===== config.mk =====
export PLATFORM = sky130hd
export DESIGN_NAME = pir_top
export DESIGN_NICKNAME = d
export VERILOG_FILES = /design/src/include/pir_pkg.sv /design/src/hw/pir_flag_bank.sv /design/src/hw/pir_top.sv
export SDC_FILE = /design/constraint.sdc
export NUM_CORES = 1
export LEC_CHECK = 0
export BUFFER_PORTS_ARGS = -buffer_cell sky130_fd_sc_hd__buf_2
export CAP_MARGIN = 20
export CORE_ASPECT_RATIO = 1.1
export CORE_MARGIN = 2
export CORE_UTILIZATION = 30
export CTS_BUF_LIST = sky130_fd_sc_hd__clkbuf_16
export DETAILED_ROUTE_END_ITERATION = 16
export PLACE_DENSITY = 0.54
export SLEW_MARGIN = 20
export SYNTH_ARGS = -nofsm -noshare
export SYNTH_HDL_FRONTEND = slang
export SYNTH_SLANG_ARGS = --single-unit
export TNS_END_PERCENT = 30

===== constraint.sdc =====
create_clock -name clk_sys_i -period 15.75 [get_ports clk_sys_i]
set_clock_uncertainty 0.1 [all_clocks]
set_input_delay 1.575 -clock clk_sys_i [delete_from_list [all_inputs] [get_ports clk_sys_i]]
set_output_delay 1.575 -clock clk_sys_i [all_outputs]
set_load 0.01 [all_outputs]

===== src/include/pir_pkg.sv =====
// Purpose: Shared constants for the peripheral interrupt register block
// Assumes: Wishbone word index = printed offset, byte address = 4 * index
// Notes: Flag A and enable A have no bit 7; priority B uses bits 3..0 only
package pir_pkg;
	localparam int ADR_W = 18;
	localparam int DAT_W = 32;
	localparam int GRP_N = 6;
	// Register word indices
	localparam logic [15:0] IDX_PRIO_A = 16'hFF20;
	localparam logic [15:0] IDX_PRIO_B = 16'hFF21;
	localparam logic [15:0] IDX_EN_A = 16'hFF22;
	localparam logic [15:0] IDX_EN_B = 16'hFF23;
	localparam logic [15:0] IDX_FLAG_A = 16'hFF24;
	localparam logic [15:0] IDX_FLAG_B = 16'hFF25;
	// Values after reset
	localparam logic [7:0] RST_PRIO_A = 8'h00;
	localparam logic [3:0] RST_PRIO_B = 4'h0;
	localparam logic [6:0] RST_EN_A = 7'h00;
	localparam logic [7:0] RST_EN_B = 8'h00;
	localparam logic [0:0] RST_FLAG = 1'h0;
	// Group numbers, each group owns two bits of the packed priority vector
	localparam int G_KEYLO = 0;
	localparam int G_SERIAL = 1;
	localparam int G_STOPW = 2;
	localparam int G_CLOCKT = 3;
	localparam int G_PROGT = 4;
	localparam int G_KEYHI = 5;
	// Field positions in enable/flag register A
	localparam int B_SW_CENTI = 6;
	localparam int B_SW_DECI = 5;
	localparam int B_SW_SECOND = 4;
	localparam int B_CT_32HZ = 3;
	localparam int B_CT_8HZ = 2;
	localparam int B_CT_2HZ = 1;
	localparam int B_CT_1HZ = 0;
	// Field positions in enable/flag register B
	localparam int B_PT_ONE = 7;
	localparam int B_PT_ZERO = 6;
	localparam int B_KEY_HI = 5;
	localparam int B_KEY_UPPER = 4;
	localparam int B_KEY_LOWER = 3;
	localparam int B_SER_ERROR = 2;
	localparam int B_SER_RECEIVE = 1;
	localparam int B_SER_TRANSMIT = 0;
endpackage : pir_pkg


===== src/hw/pir_flag_bank.sv =====
// Purpose: Bank of sticky event flags, cleared by writing ones
// Assumes: Set and clear inputs are on the same clock as the flags
// Notes: A set in the clear cycle wins so no event is lost
`timescale 1ns/1ns
module pir_flag_bank #(
	parameter int W = 8
) (
	// Clock and reset
	input wire logic clk_sys_i,
	input wire logic rst_n_i,
	// Flag control
	input wire logic [W-1:0] set_i,
	input wire logic [W-1:0] clr_i,
	// Flag state
	output logic [W-1:0] flag_o
);
	genvar g;
	generate
		for (g = 0; g < W; g++) begin : g_flag
			logic flag_r;
			logic flag_nxt;
			assign flag_nxt = set_i[g] | (flag_r & ~clr_i[g]);
			always_ff @(posedge clk_sys_i) begin
				if (!rst_n_i) begin
					flag_r <= pir_pkg::RST_FLAG[0];
				end else begin
					flag_r <= flag_nxt;
				end
			end
			assign flag_o[g] = flag_r;
		end
	endgenerate
endmodule : pir_flag_bank


===== src/hw/pir_top.sv =====
// Purpose: Priority, enable and factor flag registers for peripheral interrupts
// Assumes: Event inputs are one-cycle pulses from logic on clk_sys_i
// Notes: Classic Wishbone slave, ack one cycle after the strobe, writes land on the ack edge
`timescale 1ns/1ns
// Behaviour
// - Six source groups each have a 2-bit priority, code 11 is level 3, 00 level 0
// - Priority fields reset to zero, readable and writable, upper nibble of second reads zero
// - Stopwatch 100/10/1 Hz and clock timer 32/8/2/1 Hz enables, reset zero
// - Enables for timers one and zero, key groups and three serial causes, reset zero
// - Each source has a flag set by its event, reset to zero
// - Writing one clears a flag, writing zero leaves it
// - Separate flags for key nibbles low and high, one for keys ten and eleven
// - Separate serial error, receive and transmit flags, separate timer flags
module pir_top (
	// Clock and reset
	input wire logic clk_sys_i,
	input wire logic rst_n_i,
	// Wishbone slave
	input wire logic wb_cyc_i,
	input wire logic wb_stb_i,
	input wire logic wb_we_i,
	input wire logic [pir_pkg::ADR_W-1:0] wb_adr_i,
	input wire logic [3:0] wb_sel_i,
	input wire logic [pir_pkg::DAT_W-1:0] wb_dat_i,
	output logic [pir_pkg::DAT_W-1:0] wb_dat_o,
	output logic wb_ack_o,
	// Peripheral event pulses
	input wire logic [6:0] evt_a_i,
	input wire logic [7:0] evt_b_i,
	// Interrupt request to the CPU
	output logic irq_o,
	output logic [1:0] irq_level_o,
	output logic [pir_pkg::GRP_N-1:0] irq_group_o
);
	logic ack_r;
	logic [7:0] rdat_r;
	logic [7:0] prio_a_r;
	logic [3:0] prio_b_r;
	logic [6:0] en_a_r;
	logic [7:0] en_b_r;
	logic irq_r;
	logic [1:0] lvl_r;
	logic [pir_pkg::GRP_N-1:0] grp_r;
	logic [6:0] flags_a;
	logic [7:0] flags_b;

	// Address decode
	wire [15:0] word_idx = wb_adr_i[pir_pkg::ADR_W-1:2];
	wire req = wb_cyc_i & wb_stb_i;
	wire hit_prio_a = (word_idx == pir_pkg::IDX_PRIO_A);
	wire hit_prio_b = (word_idx == pir_pkg::IDX_PRIO_B);
	wire hit_en_a = (word_idx == pir_pkg::IDX_EN_A);
	wire hit_en_b = (word_idx == pir_pkg::IDX_EN_B);
	wire hit_flag_a = (word_idx == pir_pkg::IDX_FLAG_A);
	wire hit_flag_b = (word_idx == pir_pkg::IDX_FLAG_B);
	wire [7:0] wdat8 = wb_dat_i[7:0];

	// Writes take effect only on the edge that sees ack, so a held request writes once
	wire wr = req & wb_we_i & ack_r & wb_sel_i[0];
	wire wr_prio_a = wr & hit_prio_a;
	wire wr_prio_b = wr & hit_prio_b;
	wire wr_en_a = wr & hit_en_a;
	wire wr_en_b = wr & hit_en_b;
	wire wr_flag_a = wr & hit_flag_a;
	wire wr_flag_b = wr & hit_flag_b;

	// Read mux; unmapped words and reserved bits read as zero
	logic [7:0] rmux;
	always_comb begin
		if (hit_prio_a) begin
			rmux = prio_a_r;
		end else if (hit_prio_b) begin
			rmux = {4'h0, prio_b_r};
		end else if (hit_en_a) begin
			rmux = {1'b0, en_a_r};
		end else if (hit_en_b) begin
			rmux = en_b_r;
		end else if (hit_flag_a) begin
			rmux = {1'b0, flags_a};
		end else if (hit_flag_b) begin
			rmux = flags_b;
		end else begin
			rmux = 8'h00;
		end
	end

	// Bus handshake: ack one cycle after the strobe, then dropped
	always_ff @(posedge clk_sys_i) begin
		if (!rst_n_i) begin
			ack_r <= 1'b0;
			rdat_r <= 8'h00;
		end else begin
			ack_r <= req & ~ack_r;
			if (req & ~ack_r) begin
				rdat_r <= rmux;
			end
		end
	end
	assign wb_ack_o = ack_r;
	assign wb_dat_o = {24'h000000, rdat_r};

	// Priority and enable registers
	always_ff @(posedge clk_sys_i) begin
		if (!rst_n_i) begin
			prio_a_r <= pir_pkg::RST_PRIO_A;
			prio_b_r <= pir_pkg::RST_PRIO_B;
			en_a_r <= pir_pkg::RST_EN_A;
			en_b_r <= pir_pkg::RST_EN_B;
		end else begin
			if (wr_prio_a) begin
				prio_a_r <= wdat8;
			end
			if (wr_prio_b) begin
				prio_b_r <= wdat8[3:0];
			end
			if (wr_en_a) begin
				en_a_r <= wdat8[6:0];
			end
			if (wr_en_b) begin
				en_b_r <= wdat8;
			end
		end
	end

	// Factor flags, one cell per source
	pir_flag_bank #(
		.W(7)
	) u_flags_a (
		.clk_sys_i(clk_sys_i),
		.rst_n_i(rst_n_i),
		.set_i(evt_a_i),
		.clr_i(wr_flag_a ? wdat8[6:0] : 7'h00),
		.flag_o(flags_a)
	);
	pir_flag_bank #(
		.W(8)
	) u_flags_b (
		.clk_sys_i(clk_sys_i),
		.rst_n_i(rst_n_i),
		.set_i(evt_b_i),
		.clr_i(wr_flag_b ? wdat8 : 8'h00),
		.flag_o(flags_b)
	);

	// Pending sources and per-group requests
	wire [6:0] pend_a = flags_a & en_a_r;
	wire [7:0] pend_b = flags_b & en_b_r;
	wire [pir_pkg::GRP_N-1:0] grp_req;
	assign grp_req[pir_pkg::G_KEYLO] = pend_b[pir_pkg::B_KEY_UPPER] | pend_b[pir_pkg::B_KEY_LOWER];
	assign grp_req[pir_pkg::G_SERIAL] = |pend_b[pir_pkg::B_SER_ERROR:pir_pkg::B_SER_TRANSMIT];
	assign grp_req[pir_pkg::G_STOPW] = |pend_a[pir_pkg::B_SW_CENTI:pir_pkg::B_SW_SECOND];
	assign grp_req[pir_pkg::G_CLOCKT] = |pend_a[pir_pkg::B_CT_32HZ:pir_pkg::B_CT_1HZ];
	assign grp_req[pir_pkg::G_PROGT] = |pend_b[pir_pkg::B_PT_ONE:pir_pkg::B_PT_ZERO];
	assign grp_req[pir_pkg::G_KEYHI] = pend_b[pir_pkg::B_KEY_HI];

	// Group g owns bits 2g+1..2g
	wire [2*pir_pkg::GRP_N-1:0] prio_all = {prio_b_r[1:0], prio_b_r[3:2], prio_a_r[1:0],
		prio_a_r[3:2], prio_a_r[5:4], prio_a_r[7:6]};

	// Highest level among requesting groups; a level 0 request still raises irq
	wire [1:0] lvl_chain [0:pir_pkg::GRP_N];
	assign lvl_chain[0] = 2'h0;
	genvar g;
	generate
		for (g = 0; g < pir_pkg::GRP_N; g++) begin : g_lvl
			wire [1:0] gp = prio_all[2*g+1:2*g];
			assign lvl_chain[g+1] = (grp_req[g] && gp > lvl_chain[g]) ? gp : lvl_chain[g];
		end
	endgenerate

	always_ff @(posedge clk_sys_i) begin
		if (!rst_n_i) begin
			irq_r <= 1'b0;
			lvl_r <= 2'h0;
			grp_r <= '0;
		end else begin
			irq_r <= |grp_req;
			lvl_r <= lvl_chain[pir_pkg::GRP_N];
			grp_r <= grp_req;
		end
	end
	assign irq_o = irq_r;
	assign irq_level_o = lvl_r;
	assign irq_group_o = grp_r;
endmodule : pir_top


After elaboration in Yosys (flattened, before gate mapping)

Cells that the tools add are included.

Add/subtract/negate cells: 0
Shift operators: 0
Divide/modulo/power cells: 0
Bitwise gates (word level): 60
Equality and inequality tests: 6
$mul: 0
Muxes and demuxes: 14
Reduce and logical (&&, ||, !) cells: 11
$lt $le $gt $ge: 6

Operators by type and width:

| kind                                                | count |
|---|---|
| == test 16 bit (second input constant)              | 6 |
| 2-to-1 mux 8 bit                                    | 7 |
| bitwise AND 1 bit                                   | 26 |
| inverter 1 bit                                      | 16 |
| OR 1 bit                                            | 16 |
| OR reduction 14 bit                                 | 1 |
| 2-to-1 mux 2 bit                                    | 6 |
| > comparator 2 bit                                  | 5 |
| bitwise AND 8 bit                                   | 1 |
| bitwise AND 7 bit                                   | 1 |
| 2-to-1 mux 7 bit                                    | 1 |
| logical AND 1 bit                                   | 6 |
| OR reduction 3 bit                                  | 2 |
| OR reduction 4 bit                                  | 1 |
| > comparator 2 x 1 -> 1 bit (second input constant) | 1 |
| OR reduction 2 bit                                  | 1 |

Input port bits: 74
RAM bits: 0
Word-level logic and storage cells: 121
Register bits: 60
Output and inout port bits: 42
Memory bits (read-only): 0
Bits in latches: 0
Memories: 0

Depth between registers and ports, before layout

Word-level depth: 19
Mapped depth: 31
Depth with buffers taken out: 31

Modules after synthesis

From an unflattened synthesis, not the netlist that was laid out.

Cells, all modules: 367
Area, all modules: 3365.7 sq um

Modules (own cells, without submodules):

| module                    | cells an instance | sequential area each (sq um) | area an instance (sq um) | times used |
|---|---|---|---|---|
| pir_top                   | 306               | 900.9                        | 2678.8                   | 1 |
| pir_flag_bank (u_flags_b) | 33                | 160.2                        | 397.9                    | 1 |
| pir_flag_bank (u_flags_a) | 28                | 140.1                        | 289.0                    | 1 |

Worst setup path before layout

Ideal clock, no wire load.

Kind: reg2reg
From: register en_b_r[4]
To: register lvl_r[0], in the netlist irq_level_o[0]
Library setup time: 0.088 ns
Buffers on the path: 0
Period minus slack after synthesis: 5.827 ns
Arrival: 5.639 ns
Stages on the path, launching flop included: 31
Required time: 15.562 ns
Slack: 9.923 ns
Cell sequence: dfxtp_1 a22oi_1 nor2b_1 inv_1 ha_1 nand2b_1 a221o_2 nand2_1 o21ai_1 ha_1 or3_1 nand3_1 mux2_2 ha_1 nor2_1 inv_1 maj3_2 o32ai_4 inv_1 ha_1 nor2_1 maj3_2 nand2_1 nor2_1 a21oi_1 ha_1 nand2_1 o2111ai_1 nand4_1 o21ai_1 a311oi_2

Word-level cells in the longest chain between the ends: 19

RTL lines:

| element                | RTL line       | source |
|---|---|---|
| start, declared        | pir_top.sv:40  | `logic [7:0] en_b_r;` |
| start signal, assigned | pir_top.sv:108 | `en_b_r <= pir_pkg::RST_EN_B;` |
| start signal, assigned | pir_top.sv:120 | `en_b_r <= wdat8;` |
| bitwise AND 8 bit (*)  | pir_top.sv:147 | `wire [7:0] pend_b = flags_b & en_b_r;` |
| OR 1 bit (*)           | pir_top.sv:149 | `assign grp_req[pir_pkg::G_KEYLO] = pend_b[pir_pkg::B_KEY_UPPER] \| pend_b[pir_pkg::B_KEY_LOWER];` |
| logical AND 1 bit (*)  | pir_top.sv:167 | `assign lvl_chain[g+1] = (grp_req[g] && gp > lvl_chain[g]) ? gp : lvl_chain[g];` |
| 2-to-1 mux 2 bit (*)   | pir_top.sv:167 |  |
| > comparator 2 bit     | pir_top.sv:167 |  |
| logical AND 1 bit      | pir_top.sv:167 |  |
| 2-to-1 mux 2 bit (*)   | pir_top.sv:167 |  |
| > comparator 2 bit     | pir_top.sv:167 |  |
| (+3 left out)          | -              |  |
| logical AND 1 bit      | pir_top.sv:167 |  |
| 2-to-1 mux 2 bit (*)   | pir_top.sv:167 |  |
| > comparator 2 bit     | pir_top.sv:167 |  |
| logical AND 1 bit      | pir_top.sv:167 |  |
| 2-to-1 mux 2 bit (*)   | pir_top.sv:167 |  |
| > comparator 2 bit     | pir_top.sv:167 |  |
| logical AND 1 bit      | pir_top.sv:167 |  |
| 2-to-1 mux 2 bit (*)   | pir_top.sv:167 |  |
| end signal, assigned   | pir_top.sv:178 | `lvl_r <= lvl_chain[pir_pkg::GRP_N];` |
| end, declared          | pir_top.sv:42  | `logic [1:0] lvl_r;` |

Mark *: on every way between the ends. The rest lies on a longest branch, timed or not.
A chain may end at the register's enable or synchronous reset.

Worst setup path after layout

From: register u_flags_b.g_flag[4].flag_r
To: register lvl_r[0], in the netlist irq_level_o[0]

Word-level cells in the longest chain between the ends: 19

RTL lines:

| element                | RTL line            | source |
|---|---|---|
| start, declared        | pir_flag_bank.sv:20 | `logic flag_r;` |
| start signal, assigned | pir_flag_bank.sv:25 | `flag_r <= pir_pkg::RST_FLAG[0];` |
| start signal, assigned | pir_flag_bank.sv:27 | `flag_r <= flag_nxt;` |
| bitwise AND 8 bit (*)  | pir_top.sv:147      |  |
| OR 1 bit (*)           | pir_top.sv:149      |  |
| logical AND 1 bit (*)  | pir_top.sv:167      |  |
| 2-to-1 mux 2 bit (*)   | pir_top.sv:167      |  |
| > comparator 2 bit     | pir_top.sv:167      |  |
| logical AND 1 bit      | pir_top.sv:167      |  |
| 2-to-1 mux 2 bit (*)   | pir_top.sv:167      |  |
| > comparator 2 bit     | pir_top.sv:167      |  |
| (+3 left out)          | -                   |  |
| logical AND 1 bit      | pir_top.sv:167      |  |
| 2-to-1 mux 2 bit (*)   | pir_top.sv:167      |  |
| > comparator 2 bit     | pir_top.sv:167      |  |
| logical AND 1 bit      | pir_top.sv:167      |  |
| 2-to-1 mux 2 bit (*)   | pir_top.sv:167      |  |
| > comparator 2 bit     | pir_top.sv:167      |  |
| logical AND 1 bit      | pir_top.sv:167      |  |
| 2-to-1 mux 2 bit (*)   | pir_top.sv:167      |  |

Marked as above.

==> results.yml <==
status:
  status: "finished clean"
grt:
  grt_max_degree: 47
  grt_pass1_vias: 2756
  grt.total_usage_pct: 16.4
  grt_pass1_wl_um: 14100
  antenna_found_initial: 0
  grt_overflow_total: 0
route:
  wl_um: 8790
  firstDrtPassIters: 5
  vias: 2926
  vias_per_cell: 5.10
  ant_nets: 0
  wl_per_cell_um: 15.3
  drtIter0Drc: 176
  drc: 0
cells_and_area:
  areaGrowthSynthToFinish_pct: 20.4
  final_cells: 574
  final_util_pct: 36.6
  nets: 527
  antenna_cells: 0
  fillCellCount: 1069
  post_route_cells_drive_above_1_share_pct: 21.3
  final_area_um2: 3750
die:
  initial_core_util_pct: 30.4
  fp.coreArea_um2: 10200
  die_w_um: 101
  die_area_um2: 11200
  io_pins: 116
  num_rows: 39
  die_h_um: 111
placed_design:
  io_buffer_count: 62
  dpl_cell_area_um2: 3440
  gp_congestion: 0.823
  dp_cells: 558
  pre_cts_slack_ns: 9.21
  hpwl_um: 6560
job:
  maxCapViolations: 0
clock_tree:
  cts_setup_buffers: 0
  cts_tree: "built"
  clk_path_buf_depth: 2
  path_clk_slew_ns: 0.05
  clock_sinks: 60
  clkLatencyLatePin_ns: 0.33
  htreeDepth: 3
  cts_buffers: 9
  cts_root_buffer: "clkbuf_16"
  cts_resized: 0
  cts_hold_buf: 0
synthesis:
  async_reset_ff_share_pct: 0
  ys_types: 57
  synth_warnings: 0
  synthCells: 387
  ys_seq_elements: 60
  synth_top_area_share_pct: 38.6
  synth.most_common_cell: "nand2_1"
  synth-edff-count: 0
  ys_top_cells_by_count: "62 x nand2_1, 60 x dfxtp_1, 38 x a21oi_1, 38 x nor2_1, 24 x buf_4"
  syn_area_um2: 3120
  synth_top_area_cell: "dfxtp_1"
  synth_area_leaders: "dfxtp_1 39%, nand2_1 7.5%, a21oi_1 6.1%"
  ys_seq_area_share_pct: 38.6
  synthFlopType: "dfxtp_1"
  synth_area_per_cell_um2: 8.05
power_and_ir_drop:
  p_leak_nw: 1.48
  power.share.switching_pct: 22.3
  seqPwrFrac_pct: 40.9
  max-vdd-ir-drop_mv: 0.0553
  p_switching_w: 0.0000865
  p_comb_share_pct: 6.5
  clkPwrFrac_pct: 52.5
  power_density_nw_per_um2: 103
  p_int_w: 0.000302
sta:
  max_freq_ghz: 0.153
  finalHoldViolCount: 0
  tightest_slew_ns: 0.937
  fin_tns_setup_ns: 0
  setup_ws_ns: 9.20
  setup_viol: 0
  drv_slew: 0
  period_needed_ns: 6.55
  fin_crit_sh_pct: 41.6
  relSlewSlack_pct: 37.2
  grt_setup_unrepaired: "no"
hold_path:
  hold_depth: 2
  hold_end: "rdat_r[5]"
  hold_class: "reg2reg"
  hp-start: "rdat_r[5]"
setup_path:
  crit_path_frequent_cell: "ha_1"
  worst_ep_arrival_time_ns: 6.70
  end_kind: "flip-flop"
  reg2reg_from: "u_flags_b.g_flag[4].flag_r"
  cp_slowest_cell: "a221o_2"
  r2r_cells: 29
  path_class: "reg2reg"
  cp-start-kind: "flip-flop"
  cp.required_ns: 15.89
  slowest_delay_ns: 0.40
  r2r-end: "irq_level_o[0]"
  crit_fanout: 5
  r2r_setup_slack_ns: 9.20
## power groups by stage
stage	Clock [W]	Sequential, W	Combinational, W
3_3_place_gp	0	0.000162	0.0000250
2_1_floorplan	0	0.000161	0.0000176
6_report	0.000204	0.000159	0.0000253
3_5_place_dp	0	0.000162	0.0000253
5_1_grt	0.000214	0.000159	0.0000283
4_1_cts	0.000207	0.000159	0.0000254
## through the flow
stage / total power, W / hold slack (ns)
detailed placement: 0.000187 / 0.347
floorplan: 0.000179 / 0.341
global route: 0.000402 / 0.371
global placement: 0.000187 / 0.345
finish: 0.000388 / 0.361
CTS: 0.000391 / 0.359
## worst max-delay path, delay by kind of cell (launching register included)
kind / cells / cell delay, ns
AOI/OAI and AO/OA: 8 / 1.78
DFF: 1 / 0.37
adders and majority gates: 7 / 2.07
muxes: 1 / 0.38
buffers and inverters: 3 / 0.29
and+or+nand+nor: 10 / 1.47
## sequential cells by signal (all words and copies together) (netlist names), 4 cells and up
register                 cells
en_b_r                       8
prio_b_r                     4
rdat_r                       8
u_flags_a.g_flag.flag_r      7
irq_group_o                  6
en_a_r                       7
u_flags_b.g_flag.flag_r      8
prio_a_r                     8
## cell type report
cell class | count | area, um2 | share of cell area [%]
Clock inverter | 7 | 81.3 | 2.17
Inverter | 13 | 48.8 | 1.30
Tap cell | 123 | 154 | 4.10
Timing Repair Buffer | 63 | 318 | 8.48
Sequential cell | 60 | 1200 | 32.0
Multi-Input combinational cell | 299 | 1720 | 45.9
Clock buffer | 9 | 225 | 6.01
## worst max-delay path by stage
stage          slack [ns]        endpoint  cells after the start                        from
3_3_place_gp         9.39  irq_level_o[0]                     29  u_flags_b.g_flag[4].flag_r
6_report             9.20  irq_level_o[0]                     29  u_flags_b.g_flag[4].flag_r
3_5_place_dp         9.21  irq_level_o[0]                     29  u_flags_b.g_flag[4].flag_r
5_1_grt              8.75  irq_level_o[0]                     29  u_flags_b.g_flag[4].flag_r
2_1_floorplan        9.92  irq_level_o[0]                     30                   en_b_r[4]
4_1_cts              9.19  irq_level_o[0]                     29  u_flags_b.g_flag[4].flag_r
## layout by cell type (no fill, tap or decap), types with 6 or more instances in the layout
cell / instances
nor2_1: 38
ha_1: 7
o21a_1: 8
inv_1: 12
a22oi_1: 8
clkbuf_16: 9
conb_1: 24
nand3_1: 9
nand2_1: 62
buf_2: 62
a21boi_0: 8
a221oi_1: 7
nor2b_1: 6
a21oi_1: 38
o22ai_1: 6
dfxtp_1: 60
o21ai_0: 10
## cells by family after synthesis
| family | count (synthesis) | share of synthesized area [%] |
|---|---|---|
| flops | 60 | 38.6 |
| compound gates | 113 | 25.1 |
| fa+ha+maj | 9 | 3.53 |
| buf+inv | 51 | 9.12 |
| simple gates | 147 | 21.6 |
| other cells | 1 | 0.120 |
| mux | 6 | 2.01 |
## routing by layer
layer | routed length (um) | GRT usage, %
met1 | 3860 | 21.3
met5 | 0 | 0
met2 | 4190 | 25.7
met3 | 617 | 4.79
met4 | 129 | 5.50
Note: power is estimated with default switching activity, not from simulation.
